==> config.mk <==
export PLATFORM = sky130hd
export DESIGN_NAME = lp_pwm_ctrl
export DESIGN_NICKNAME = d
export VERILOG_FILES = /design/src/design/lp_pkg.sv /design/src/design/lp_chan.sv /design/src/design/lp_pwm_ctrl.sv
export SDC_FILE = /design/constraint.sdc
export NUM_CORES = 1
export LEC_CHECK = 0
export ABC_AREA = 1
export BUFFER_PORTS_ARGS = -buffer_cell sky130_fd_sc_hd__clkbuf_2
export CAP_MARGIN = 20
export CELL_PAD_IN_SITES_DETAIL_PLACEMENT = 2
export CELL_PAD_IN_SITES_GLOBAL_PLACEMENT = 2
export CORE_ASPECT_RATIO = 0.8
export CORE_MARGIN = 5
export CORE_UTILIZATION = 25
export DETAILED_ROUTE_END_ITERATION = 7
export MAX_ROUTING_LAYER = met4
export PLACE_DENSITY = 0.55
export SLEW_MARGIN = 10
export SYNTH_ARGS = -nofsm -noshare
export SYNTH_HDL_FRONTEND = slang
export SYNTH_SLANG_ARGS = --single-unit
export TNS_END_PERCENT = 5
==> constraint.sdc <==
create_clock -name CLK -period 5.16 [get_ports CLK]
set_clock_uncertainty 0.2 [all_clocks]
set_input_delay 1.032 -clock CLK [delete_from_list [all_inputs] [get_ports CLK]]
set_output_delay 1.032 -clock CLK [all_outputs]
set_load 0.005 [all_outputs]
==> src/design/lp_pkg.sv <==
// shared constants and types for the ten-port led pwm controller
package lp_pkg;

  localparam int NPORT = 10;

  // register addresses of the serial command map
  localparam logic [6:0] A_ALL  = 7'h0A;
  localparam logic [6:0] A_P03  = 7'h0B;
  localparam logic [6:0] A_P47  = 7'h0C;
  localparam logic [6:0] A_P89  = 7'h0D;
  localparam logic [6:0] A_IN70 = 7'h0E;
  localparam logic [6:0] A_IN98 = 7'h0F;
  localparam logic [6:0] A_CFG  = 7'h10;

  // mode_and_phase_control bit positions
  localparam int B_RUN   = 0;
  localparam int B_CSRUN = 1;
  localparam int B_RAMP  = 2;
  localparam int B_FADE  = 3;
  localparam int B_HOLD  = 4;
  localparam int B_STAG  = 5;
  localparam int B_OSC   = 7;

  // per-port output codes
  localparam logic [7:0] C_LOW    = 8'h00;
  localparam logic [7:0] C_INPUT  = 8'h01;
  localparam logic [7:0] C_SINK   = 8'h02;
  localparam logic [7:0] C_HIZ    = 8'hFF;
  localparam logic [7:0] PORT_RST = 8'hFF;

  // pwm timing: 256 counts per period, 32 counts per stagger step
  localparam logic [7:0] CNT_LAST   = 8'hFF;
  localparam int         PHASE_STEP = 32;

  // internal oscillator derived from the system clock
  localparam int          CLK_HZ  = 100_000_000;
  localparam int          OSC_HZ  = 32_000;
  localparam logic [11:0] OSC_DIV = 12'(CLK_HZ / OSC_HZ);

  // serial frame length and sequence lengths in pwm periods
  localparam logic [4:0] FRAME_BITS = 5'h10;
  localparam logic [4:0] CMD_BITS   = 5'h07;
  localparam logic [2:0] HOLD_PER   = 3'h2;
  localparam logic [2:0] FADE_PER   = 3'h2;
  localparam logic [2:0] RAMP_PER   = 3'h2;

  typedef struct packed {
    logic osc;
    logic stagger;
    logic cs_run;
  } lp_cfg_t;

  localparam lp_cfg_t CFG_RST = '0;

  typedef struct packed {
    logic       rd;
    logic [6:0] addr;
    logic [7:0] data;
  } lp_cmd_t;

  typedef enum logic [4:0] {
    ST_SHDN = 5'h01,
    ST_RUN  = 5'h02,
    ST_RAMP = 5'h04,
    ST_HOLD = 5'h08,
    ST_FADE = 5'h10
  } lp_state_t;

endpackage

==> src/design/lp_chan.sv <==
// one port output stage: static codes and phased pwm sink
`timescale 1ns/1ns
`default_nettype none
module lp_chan
  import lp_pkg::*;
(
  input  wire logic       clk,
  input  wire logic       nrst,
  input  wire logic [7:0] code,
  input  wire logic [7:0] cnt,
  input  wire logic [7:0] phase,
  input  wire logic       active,
  output logic            sink_oe
);

  logic [7:0] rel;

  // position inside this port's own period, wraps modulo 256
  assign rel = cnt - phase;

  // low and input codes stay live in shutdown, sinks go high-z
  always_ff @(posedge clk or negedge nrst) begin
    if (!nrst) begin
      sink_oe <= 1'b0;
    end else begin
      case (code)
        C_LOW:   sink_oe <= 1'b1;
        C_INPUT: sink_oe <= 1'b0;
        C_SINK:  sink_oe <= active;
        C_HIZ:   sink_oe <= 1'b0;
        default: sink_oe <= active && (rel < code);
      endcase
    end
  end
endmodule
`default_nettype wire

==> src/design/lp_pwm_ctrl.sv <==
// ten-port pwm controller with serial registers, phasing and run/shutdown sequencing
// Behaviour
// - period is 256 pwm clocks, repeating
// - per-port duty 3 to 254 counts
// - stagger clear: all ports switch together
// - stagger set: successive ports shift 32 counts
// - bit7 selects pin: data out or clock
// - stop write with bit1 clear disarms wakeup
// - stop write with bit1 set arms wakeup
// - run, ramp bit clear: instant run
// - run, ramp bit set: ramp-up then run
// - run write aborts hold-off or fade-off
// - readback shows sequence status, stagger, wakeup
// - code 0x01 makes port a high-z input
// - input register returns pin levels
// - non-input ports read as zero
// - writes to input registers are ignored
// - frame: read flag, address, data
// - input bits map P7..P0, P9..P8
// - output codes: low, input, sink, duty, high-z
`timescale 1ns/1ns
`default_nettype none
module lp_pwm_ctrl
  import lp_pkg::*;
(
  input  wire logic             CLK,
  input  wire logic             NRST,
  input  wire logic             CS_N,
  input  wire logic             SCLK,
  input  wire logic             DIN,
  input  wire logic             DOUT_OSC_I,
  input  wire logic [NPORT-1:0] PORT_I,
  output logic                  DOUT_OSC_O,
  output logic                  DOUT_OSC_OE,
  output logic      [NPORT-1:0] PORT_O,
  output logic      [NPORT-1:0] PORT_OE
);

  logic [2:0]             cs_q;
  logic [2:0]             sck_q;
  logic [1:0]             din_q;
  logic [2:0]             osc_q;
  logic [NPORT-1:0]       pin_q1;
  logic [NPORT-1:0]       pin_q2;
  logic                   sck_rise;
  logic                   sck_fall;
  logic                   cs_end;
  lp_cmd_t                sh_in_r;
  logic [4:0]             bit_r;
  logic [7:0]             sh_out_r;
  logic                   dout_r;
  logic                   dout_oe_r;
  logic                   wr_r;
  lp_cmd_t                wr_cmd_r;
  logic                   rd_req;
  logic [6:0]             rd_addr;
  logic [7:0]             rd_data;
  logic [NPORT-1:0][7:0]  port_r;
  logic [NPORT-1:0]       is_in;
  logic [NPORT-1:0]       in_view;
  logic [NPORT-1:0]       is_pwm;
  lp_cfg_t                cfg_r;
  lp_state_t              st_r;
  logic [2:0]             seq_r;
  logic                   cfg_wr;
  logic [7:0]             d;
  logic [11:0]            div_r;
  logic                   tick_r;
  logic [7:0]             cnt_r;
  logic                   run_cnt;
  logic                   period_end;
  logic                   active;
  logic [NPORT-1:0]       port_o_r;

  // pins from outside: two flops before any logic looks at them
  always_ff @(posedge CLK or negedge NRST) begin
    if (!NRST) begin
      cs_q   <= 3'h7;
      sck_q  <= 3'h0;
      din_q  <= 2'h0;
      osc_q  <= 3'h0;
      pin_q1 <= '0;
      pin_q2 <= '0;
    end else begin
      cs_q   <= {cs_q[1:0], CS_N};
      sck_q  <= {sck_q[1:0], SCLK};
      din_q  <= {din_q[0], DIN};
      osc_q  <= {osc_q[1:0], DOUT_OSC_I};
      pin_q1 <= PORT_I;
      pin_q2 <= pin_q1;
    end
  end

  assign sck_rise = sck_q[1] & ~sck_q[2];
  assign sck_fall = ~sck_q[1] & sck_q[2];
  assign cs_end   = cs_q[1] & ~cs_q[2];

  // shift in the 16-bit command, msb first; extra bits are dropped
  always_ff @(posedge CLK or negedge NRST) begin
    if (!NRST) begin
      sh_in_r <= '0;
      bit_r   <= 5'h00;
    end else if (cs_q[1]) begin
      bit_r <= 5'h00;
    end else if (sck_rise && bit_r != FRAME_BITS) begin
      sh_in_r <= lp_cmd_t'({sh_in_r[14:0], din_q[1]});
      bit_r   <= bit_r + 5'h01;
    end
  end

  // writes commit only on a full frame closed by chip select
  always_ff @(posedge CLK or negedge NRST) begin
    if (!NRST) begin
      wr_r     <= 1'b0;
      wr_cmd_r <= '0;
    end else begin
      wr_r     <= cs_end && bit_r == FRAME_BITS && !sh_in_r.rd;
      wr_cmd_r <= sh_in_r;
    end
  end

  // read address is known at the 8th rising edge; data follow at once
  assign rd_req  = sck_rise && !cs_q[1] && bit_r == CMD_BITS && sh_in_r[6];
  assign rd_addr = {sh_in_r[5:0], din_q[1]};

  assign is_in   = {is_in_gen(port_r)};
  assign in_view = pin_q2 & is_in;

  // read mux; group addresses read back their first port
  always_comb begin
    rd_data = 8'h00;
    case (rd_addr)
      A_ALL, A_P03: rd_data = port_r[0];
      A_P47:        rd_data = port_r[4];
      A_P89:        rd_data = port_r[8];
      A_IN70:       rd_data = in_view[7:0];
      A_IN98:       rd_data = {6'h00, in_view[9:8]};
      A_CFG: begin
        rd_data[B_OSC]   = cfg_r.osc;
        rd_data[B_STAG]  = cfg_r.stagger;
        rd_data[B_HOLD]  = st_r == ST_HOLD;
        rd_data[B_FADE]  = st_r == ST_FADE;
        rd_data[B_RAMP]  = st_r == ST_RAMP;
        rd_data[B_CSRUN] = cfg_r.cs_run;
        rd_data[B_RUN]   = st_r == ST_RUN || st_r == ST_RAMP;
      end
      default: begin
        if (rd_addr < A_ALL) begin
          rd_data = port_r[rd_addr[3:0]];
        end
      end
    endcase
  end

  // output shifter, changes on falling sclk so the host samples on rising
  always_ff @(posedge CLK or negedge NRST) begin
    if (!NRST) begin
      sh_out_r <= 8'h00;
      dout_r   <= 1'b0;
    end else if (rd_req) begin
      sh_out_r <= rd_data;
    end else if (sck_fall && !cs_q[1]) begin
      dout_r   <= sh_out_r[7];
      sh_out_r <= {sh_out_r[6:0], 1'b0};
    end
  end

  // dual-use pin drives data only while it is not the clock input
  always_ff @(posedge CLK or negedge NRST) begin
    if (!NRST) begin
      dout_oe_r <= 1'b0;
    end else begin
      dout_oe_r <= !cfg_r.osc && !cs_q[1];
    end
  end

  // returns which ports are configured as logic inputs
  function automatic logic [NPORT-1:0] is_in_gen(input logic [NPORT-1:0][7:0] p);
    logic [NPORT-1:0] m;
    m = '0;
    for (int k = 0; k < NPORT; k++) begin
      m[k] = p[k] == C_INPUT;
    end
    return m;
  endfunction

  // true when a write address reaches port k, groups included
  function automatic logic port_hit(input logic [6:0] a, input int k);
    return a == 7'(k) || a == A_ALL || (a == A_P03 && k < 4)
        || (a == A_P47 && k >= 4 && k < 8) || (a == A_P89 && k >= 8);
  endfunction

  // port output registers; input-register addresses hit no port
  always_ff @(posedge CLK or negedge NRST) begin
    if (!NRST) begin
      port_r <= {NPORT{PORT_RST}};
    end else if (wr_r) begin
      for (int k = 0; k < NPORT; k++) begin
        if (port_hit(wr_cmd_r.addr, k)) begin
          port_r[k] <= wr_cmd_r.data;
        end
      end
    end
  end

  assign cfg_wr = wr_r && wr_cmd_r.addr == A_CFG;
  assign d      = wr_cmd_r.data;

  // wakeup arm is only taken from stop writes, run writes leave it alone
  always_ff @(posedge CLK or negedge NRST) begin
    if (!NRST) begin
      cfg_r <= CFG_RST;
    end else if (cfg_wr) begin
      cfg_r.osc     <= d[B_OSC];
      cfg_r.stagger <= d[B_STAG];
      if (!d[B_RUN]) begin
        cfg_r.cs_run <= d[B_CSRUN];
      end
    end
  end

  // pwm clock: divided system clock or edges of the external pin
  always_ff @(posedge CLK or negedge NRST) begin
    if (!NRST) begin
      div_r  <= 12'h000;
      tick_r <= 1'b0;
    end else begin
      if (cfg_r.osc || div_r == OSC_DIV - 12'h001) begin
        div_r <= 12'h000;
      end else begin
        div_r <= div_r + 12'h001;
      end
      // external clock above 100kHz is the host's fault, sampling still copes
      tick_r <= cfg_r.osc ? (osc_q[1] & ~osc_q[2])
                          : (div_r == OSC_DIV - 12'h001);
    end
  end

  always_comb begin
    for (int k = 0; k < NPORT; k++) begin
      is_pwm[k] = port_r[k] > C_SINK && port_r[k] < C_HIZ;
    end
  end

  // counter idles at zero when no port and no sequence needs it
  assign run_cnt    = |is_pwm || st_r == ST_HOLD || st_r == ST_FADE || st_r == ST_RAMP;
  assign period_end = tick_r && cnt_r == CNT_LAST;
  assign active     = st_r != ST_SHDN;

  always_ff @(posedge CLK or negedge NRST) begin
    if (!NRST) begin
      cnt_r <= 8'h00;
    end else if (!run_cnt) begin
      cnt_r <= 8'h00;
    end else if (tick_r) begin
      cnt_r <= cnt_r + 8'h01;
    end
  end

  // run/shutdown sequencer, sequence lengths counted in whole periods
  always_ff @(posedge CLK or negedge NRST) begin
    if (!NRST) begin
      st_r  <= ST_SHDN;
      seq_r <= 3'h0;
    end else begin
      if (period_end) begin
        seq_r <= seq_r + 3'h1;
      end
      case (st_r)
        ST_SHDN: begin
          seq_r <= 3'h0;
          if (cfg_wr && d[B_RUN]) begin
            st_r <= d[B_RAMP] ? ST_RAMP : ST_RUN;
          end
        end
        ST_RUN: begin
          seq_r <= 3'h0;
          if (cfg_wr && !d[B_RUN]) begin
            st_r <= ST_HOLD;
          end
        end
        ST_RAMP: begin
          if (cfg_wr && !d[B_RUN]) begin
            st_r  <= ST_HOLD;
            seq_r <= 3'h0;
          end else if (period_end && seq_r == RAMP_PER - 3'h1) begin
            st_r <= ST_RUN;
          end
        end
        ST_HOLD: begin
          if (cfg_wr && d[B_RUN]) begin
            st_r <= ST_RUN;
          end else if (period_end && seq_r == HOLD_PER - 3'h1) begin
            st_r  <= ST_FADE;
            seq_r <= 3'h0;
          end
        end
        ST_FADE: begin
          if (cfg_wr && d[B_RUN]) begin
            st_r <= ST_RUN;
          end else if (period_end && seq_r == FADE_PER - 3'h1) begin
            st_r <= ST_SHDN;
          end
        end
        default: st_r <= ST_SHDN;
      endcase
    end
  end

  // one output stage per port; stagger repeats every eight ports
  for (genvar k = 0; k < NPORT; k++) begin : g_port
    localparam logic [7:0] PH = 8'((k % 8) * PHASE_STEP);
    lp_chan u_chan (
      .clk     (CLK),
      .nrst    (NRST),
      .code    (port_r[k]),
      .cnt     (cnt_r),
      .phase   (cfg_r.stagger ? PH : 8'h00),
      .active  (active),
      .sink_oe (PORT_OE[k])
    );
  end

  // open-drain pads: the level driven is always low
  always_ff @(posedge CLK or negedge NRST) begin
    if (!NRST) begin
      port_o_r <= '0;
    end else begin
      port_o_r <= '0;
    end
  end

  assign PORT_O      = port_o_r;
  assign DOUT_OSC_O  = dout_r;
  assign DOUT_OSC_OE = dout_oe_r;
endmodule
`default_nettype wire

Yosys cells after proc, flatten, opt, wreduce, memory -nomap -nowiden
Index checks and enable logic that the tools add are counted.
{ "totals": {"ff_bits": 200, "inputBits": 16, "word_cells": 317} }
{ "classes": {"addsub": 11, "n_lt_le_gt_ge": 32, "n_eq_ne": 69, "mux": 46, "bitwise_logic": 12, "reduce_logical": 103} }
{ "op_table": {"columns": ["op", "n"], "rows": [
  ["8-bit == test, second input constant", 11],
  ["7-bit by 4-bit == test with 1-bit output, second input constant", 12],
  ["8-bit by 1-bit == test with 1-bit output, second input constant", 10],
  ["8-bit by 2-bit == test with 1-bit output, second input constant", 10],
  ["8-bit by 2-bit > comparator with 1-bit output, second input constant", 10],
  ["8-bit zero test", 10],
  ["8-bit less-than comparator", 10],
  ["8-bit less-than comparator, second input constant", 10],
  ["8-bit 2-to-1 mux", 10],
  ["5-bit 2-to-1 mux", 10],
  ["6-bit case mux with 6 select lines", 1],
  ["1-bit logical AND", 33],
  ["8-bit binary-select mux with 4-bit select", 1],
  ["8-bit subtractor", 4],
  ["1-bit case mux with 3 select lines", 10],
  ["7-bit by 3-bit == test with 1-bit output, second input constant", 4],
  ["2-bit AND reduction", 13],
  ["2-bit OR reduction", 13],
  ["1-bit logical OR", 25],
  ["5-bit case mux with 5 select lines", 1],
  ["8-bit by 7-bit subtractor with 8-bit output", 2],
  ["3-bit 2-to-1 mux", 5],
  ["7-bit by 2-bit == test with 1-bit output, second input constant", 2],
  ["7-bit by 5-bit == test with 1-bit output, second input constant", 2],
  ["35 further kinds", 54]
]} }

Longest topological paths before layout
{ "depth": {"ltp_word": 7, "ltp_mapped": 13, "ltp_nobuf": 12} }

Hierarchy
A second synthesis with hierarchy kept.
{ "unflattened": {"cells_unflattened": 2352, "area_unflattened_um2": 16026.6} }
{ "modules_own_cells": {"columns": ["module", "n_inst", "cells_each", "area_per_inst_um2"], "rows": [
  ["lp_pwm_ctrl", 1, 1234, 9485.3],
  ["lp_chan (g_port[1].u_chan ...)", 9, 112, 655.6],
  ["lp_chan (g_port[0].u_chan)", 1, 110, 640.6]
]} }

Least setup slack after synthesis
Ideal clock, no wire load.
{ "synth_timing": {"kind": "register to register", "from": "register cnt_r[5]", "to": "register g_port[7].u_chan.sink_oe", "arrival_time_ns": 2.204, "required_ns": 4.877, "path_slack_ns": 2.674, "path_stages_with_launch": 12, "path_buffers": 0, "synth_period_minus_slack_ns": 2.486, "cell_sequence": "dfrtp_1 inv_1 ha_1 fa_1 xor2_1 xor2_1 inv_1 ha_1 a21oi_1 o21a_1 nand3_1 o21ai_0"} }
{ "synth_between": {"elab_chain_len": 4} }
{ "synth_lines": {"columns": ["item", "line_no", "source"], "rows": [
  ["from (decl)", "lp_pwm_ctrl.sv:69", "logic [7:0] cnt_r;"],
  ["from (signal assigned)", "lp_pwm_ctrl.sv:256", "cnt_r <= cnt_r + 8'h01;"],
  ["8-bit subtractor", "lp_chan.sv:19", "assign rel = cnt - phase;"],
  ["8-bit less-than comparator", "lp_chan.sv:31", "default: sink_oe <= active && (rel < code);"],
  ["1-bit logical AND", "lp_chan.sv:31", null],
  ["1-bit case mux with 3 select lines", "lp_chan.sv:26", "case (code)"],
  ["to (signal assigned)", "lp_chan.sv:29", "C_SINK: sink_oe <= active;"],
  ["to (signal assigned)", "lp_chan.sv:31", null],
  ["to (decl)", "lp_chan.sv:13", "output logic sink_oe"]
]} }
No other way between the ends.
A chain may end at the register's enable or synchronous reset.

Final worst setup path
{ "layout_timing": {"from": "register cnt_r[5]", "to": "register g_port[5].u_chan.sink_oe"} }
{ "layout_between": {"elab_chain_len": 4} }
{ "layout_lines": {"columns": ["item", "line_no"], "rows": [
  ["8-bit subtractor", "lp_chan.sv:19"],
  ["8-bit less-than comparator", "lp_chan.sv:31"],
  ["1-bit logical AND", "lp_chan.sv:31"],
  ["1-bit case mux with 3 select lines", "lp_chan.sv:26"],
  ["to (signal assigned)", "lp_chan.sv:29"],
  ["to (signal assigned)", "lp_chan.sv:31"],
  ["to (decl)", "lp_chan.sv:13"]
]} }
No other way between the ends.

==> metrics.md <==
| Metric | Value |
|---|---|
| Most frequent cells after synthesis | `441 x nand2_1, 214 x inv_1, 157 x nor2_1` |
| Die Wd | `253 um` |
| Hold Crit Start | `pin_q1[4]` |
| I/O Buffers | `27` |
| Overall routing resource usage | `19.2%` |
| Final worst-path setup slack | `2.00 ns` |
| Remaining DRCs | `0` |
| Post-synthesis area per instance | `7.63 um^2` |
| Final net count | `1655` |
| Synth Register Bits | `200` |
| Cts hold-fix bufs | `0` |
| Top-count cell post-synth | `nand2_1` |
| Total CTS buffers | `17` |
| CP startpoint kind | `flop` |
| Crit share post-route | `61.2%` |
| DR vias | `10300` |
| Die area | `51600 um^2` |
| Root Buffer | `clkbuf_16` |
| Lkg Pwr | `5.93 nW` |
| Crit path capture type | `flop` |
| Initial antenna violation count | `2` |
| Slew @ Worst Pin | `0.996 ns` |
| Fin util | `27.9%` |
| HP Class | `flop to flop` |
| Number of flops mapped to enable cells by yosys | `0` |
| Core area | `46800 um^2` |
| Remaining Overflow, GRT | `0` |
| Async set or reset register ratio after synthesis | `100%` |
| Int Pwr | `2.32 mW` |
| Area post-placement | `12500 um^2` |
| Outcome | `complete, no violations` |
| Maximum vdd drop | `0.223 mV` |
| WL per Instance | `21.4 um` |
| Setup TNS | `0 ns` |
| Largest net degree at the start of global routing | `86` |
| Kind of critical path | `flop to flop` |
| Pwr Density | `257 nW/um^2` |
| Drt first pass iters | `5` |
| Sequential Power Share | `49.5%` |
| Max_cap viols | `0` |
| Rows | `71` |
| Setup slack after placement | `2.07 ns` |
| Cells after DPL | `2158` |
| Mapped cell area | `11800 um^2` |
| Post-synthesis cell count | `1546` |
| Reg clk slew, reported paths | `0.08 ns` |
| Finished Layout Cells | `2194` |
| Clock power frac | `40.8%` |
| Crit. Startpoint | `cnt_r[5]` |
| Final hold violations | `0` |
| Max frequency | `0.317 GHz` |
| Internal reg-to-reg setup slack | `2.00 ns` |
| CTS Buffer Depth | `2` |
| Post-synth top flop | `dfrtp_1` |
| Final Routed Wirelength | `47.0 mm` |
| Height of the die | `204 um` |
| Comb pwr share | `9.6%` |
| Drt via density | `4.71` |
| Vias in the first global route | `11000` |
| Synth top area cells | `dfrtp_1 25%, dfstp_2 19%, nand2_1 14%` |
| Synth Warn # | `0` |
| Cell area after layout | `13100 um^2` |
| Top Ports | `38` |
| Final ANT Viol Nets | `0` |
| Multi-input logic area | `5560 um^2` |
| Leading area contributor after synthesis | `dfrtp_1` |
| Setup Viol. Count Final | `0` |
| CTS tree | `done` |
| Fillers | `5499` |
| TritonCTS Sinks | `200` |
| Starting Density | `25.2%` |
| WP data arrival | `3.35 ns` |
| GP Congestion | `0.847` |
| RSZ-0062 raised after global routing | `no` |
| Share of post-route cells with drive strength above 1 | `11.2%` |
| Postcts setup bufs | `0` |
| Crit Path Max Fanout | `6` |
| Clock latency on the worst-skew pair | `0.48 ns` |
| DR iter-0 viols | `502` |
| Critical Path RT | `5.35 ns` |
| Clock period minus worst slack | `3.16 ns` |
| First-pass GRT wire length | `71.7 mm` |
| Final total power | `3.36 mW` |
| Seq. cell area | `5110 um^2` |
| Sw Ratio | `30.8%` |
| DPL Wire Length | `35.3 mm` |
| P_sw | `1.03 mW` |
| FF-to-FF Start | `cnt_r[5]` |
| Area added between synthesis and finish | `10.7%` |
| Synth unique cells | `39` |
| Slew HR | `33.6%` |
| H-tree Lvls | `4` |
| Share of the synthesized area in the top cell type | `24.6%` |
| Sequential share of the synthesized area | `43.3%` |
| Cts repair resizes | `0` |
| Final count of pins violating max slew | `0` |
| Worst hold slack | `0.150 ns` |
==> path summary, 6_finish.rpt <==
check,end,cells after the start
worst max-delay path,g_port[5].u_chan.sink_oe,11
worst min-delay path,pin_q2[4],0
worst max register to register,g_port[5].u_chan.sink_oe,11
worst min register to register,pin_q2[4],0
max in group asynchronous,port_r[6],2
min in group asynchronous,g_port[4].u_chan.sink_oe,1
==> per-layer routing <==
| metal | track usage (%) | part of all wire (%) | vias up |
|---|---|---|---|
| met5 | - | 0 | - |
| met3 | 2.57 | 2.4 | 19 |
| met2 | 28.8 | 44 | 95 |
| met1 | 28.1 | 53 | 5289 |
| met4 | 3.26 | 0.83 | 0 |
| li1 | - | - | 4940 |
==> layout make-up <==
type	instances	area share (%)
Multi-Input combinational cell	1086	42.6
Clock inverter	11	0.757
Inverter	216	6.21
Tap cell	620	5.94
Timing Repair Buffer	36	1.73
Antenna cell	4	0.0767
Clock buffer	21	3.53
Sequential cell	200	39.1
==> sequential cells by signal (all words and copies together) (netlist names), 7 cells and up <==
name,flops
cnt_r,8
d,8
div_r,12
g_port.u_chan.sink_oe,10
pin_q1,10
pin_q2,10
port_r,80
sh_in_r,10
sh_out_r,8
wr_cmd_r,7
==> critical path, stage by stage, from the launching register on <==
cell and delay, ns:
dfrtp_1 0.53, inv_1 0.13, ha_1 0.24, ha_1 0.20, xor2_1 0.65, xor2_1 0.24, inv_1 0.07, ha_1 0.30
a21oi_1 0.14, o21a_1 0.13, nand3_1 0.08, o21ai_0 0.17
==> power groups by stage <==
stage	registers, mW	logic, mW	clock network [mW]
final	1.66	0.323	1.37
after floorplan	1.67	0.150	0
after global routing	1.67	0.358	1.50
after global placement	1.69	0.338	0
after CTS	1.66	0.336	1.45
after detailed placement	1.69	0.334	0
==> placed cells by master, fill, tap and decap left out, types with 6 or more instances in the layout <==
cell,synthesis,layout
a21oi_1,46,46
buf_4,23,8
clkbuf_16,0,17
clkbuf_2,0,26
conb_1,1,10
dfrtp_1,116,116
dfstp_2,84,84
ha_1,81,81
inv_1,214,214
nand2_1,441,441
nand2_2,6,6
nand3_1,95,95
nand4_1,23,23
nor2_1,157,157
nor3_1,13,13
o2111ai_1,10,10
o21a_1,10,10
o21ai_0,136,136
o21ai_2,8,8
o22ai_1,8,8
xor2_1,15,15
==> kinds of logic after synthesis <==
group           after synthesis  synth area share, %
xor+xnor                     17                 1.26
other cells                   1               0.0318
simple gates                751                 26.1
fa+ha+maj                    82                 8.76
buf+inv                     269                 9.79
compound gates              225                 10.6
mux                           1               0.0955
flops                       200                 43.3
No activity file was read; power rests on OpenSTA's default activity.
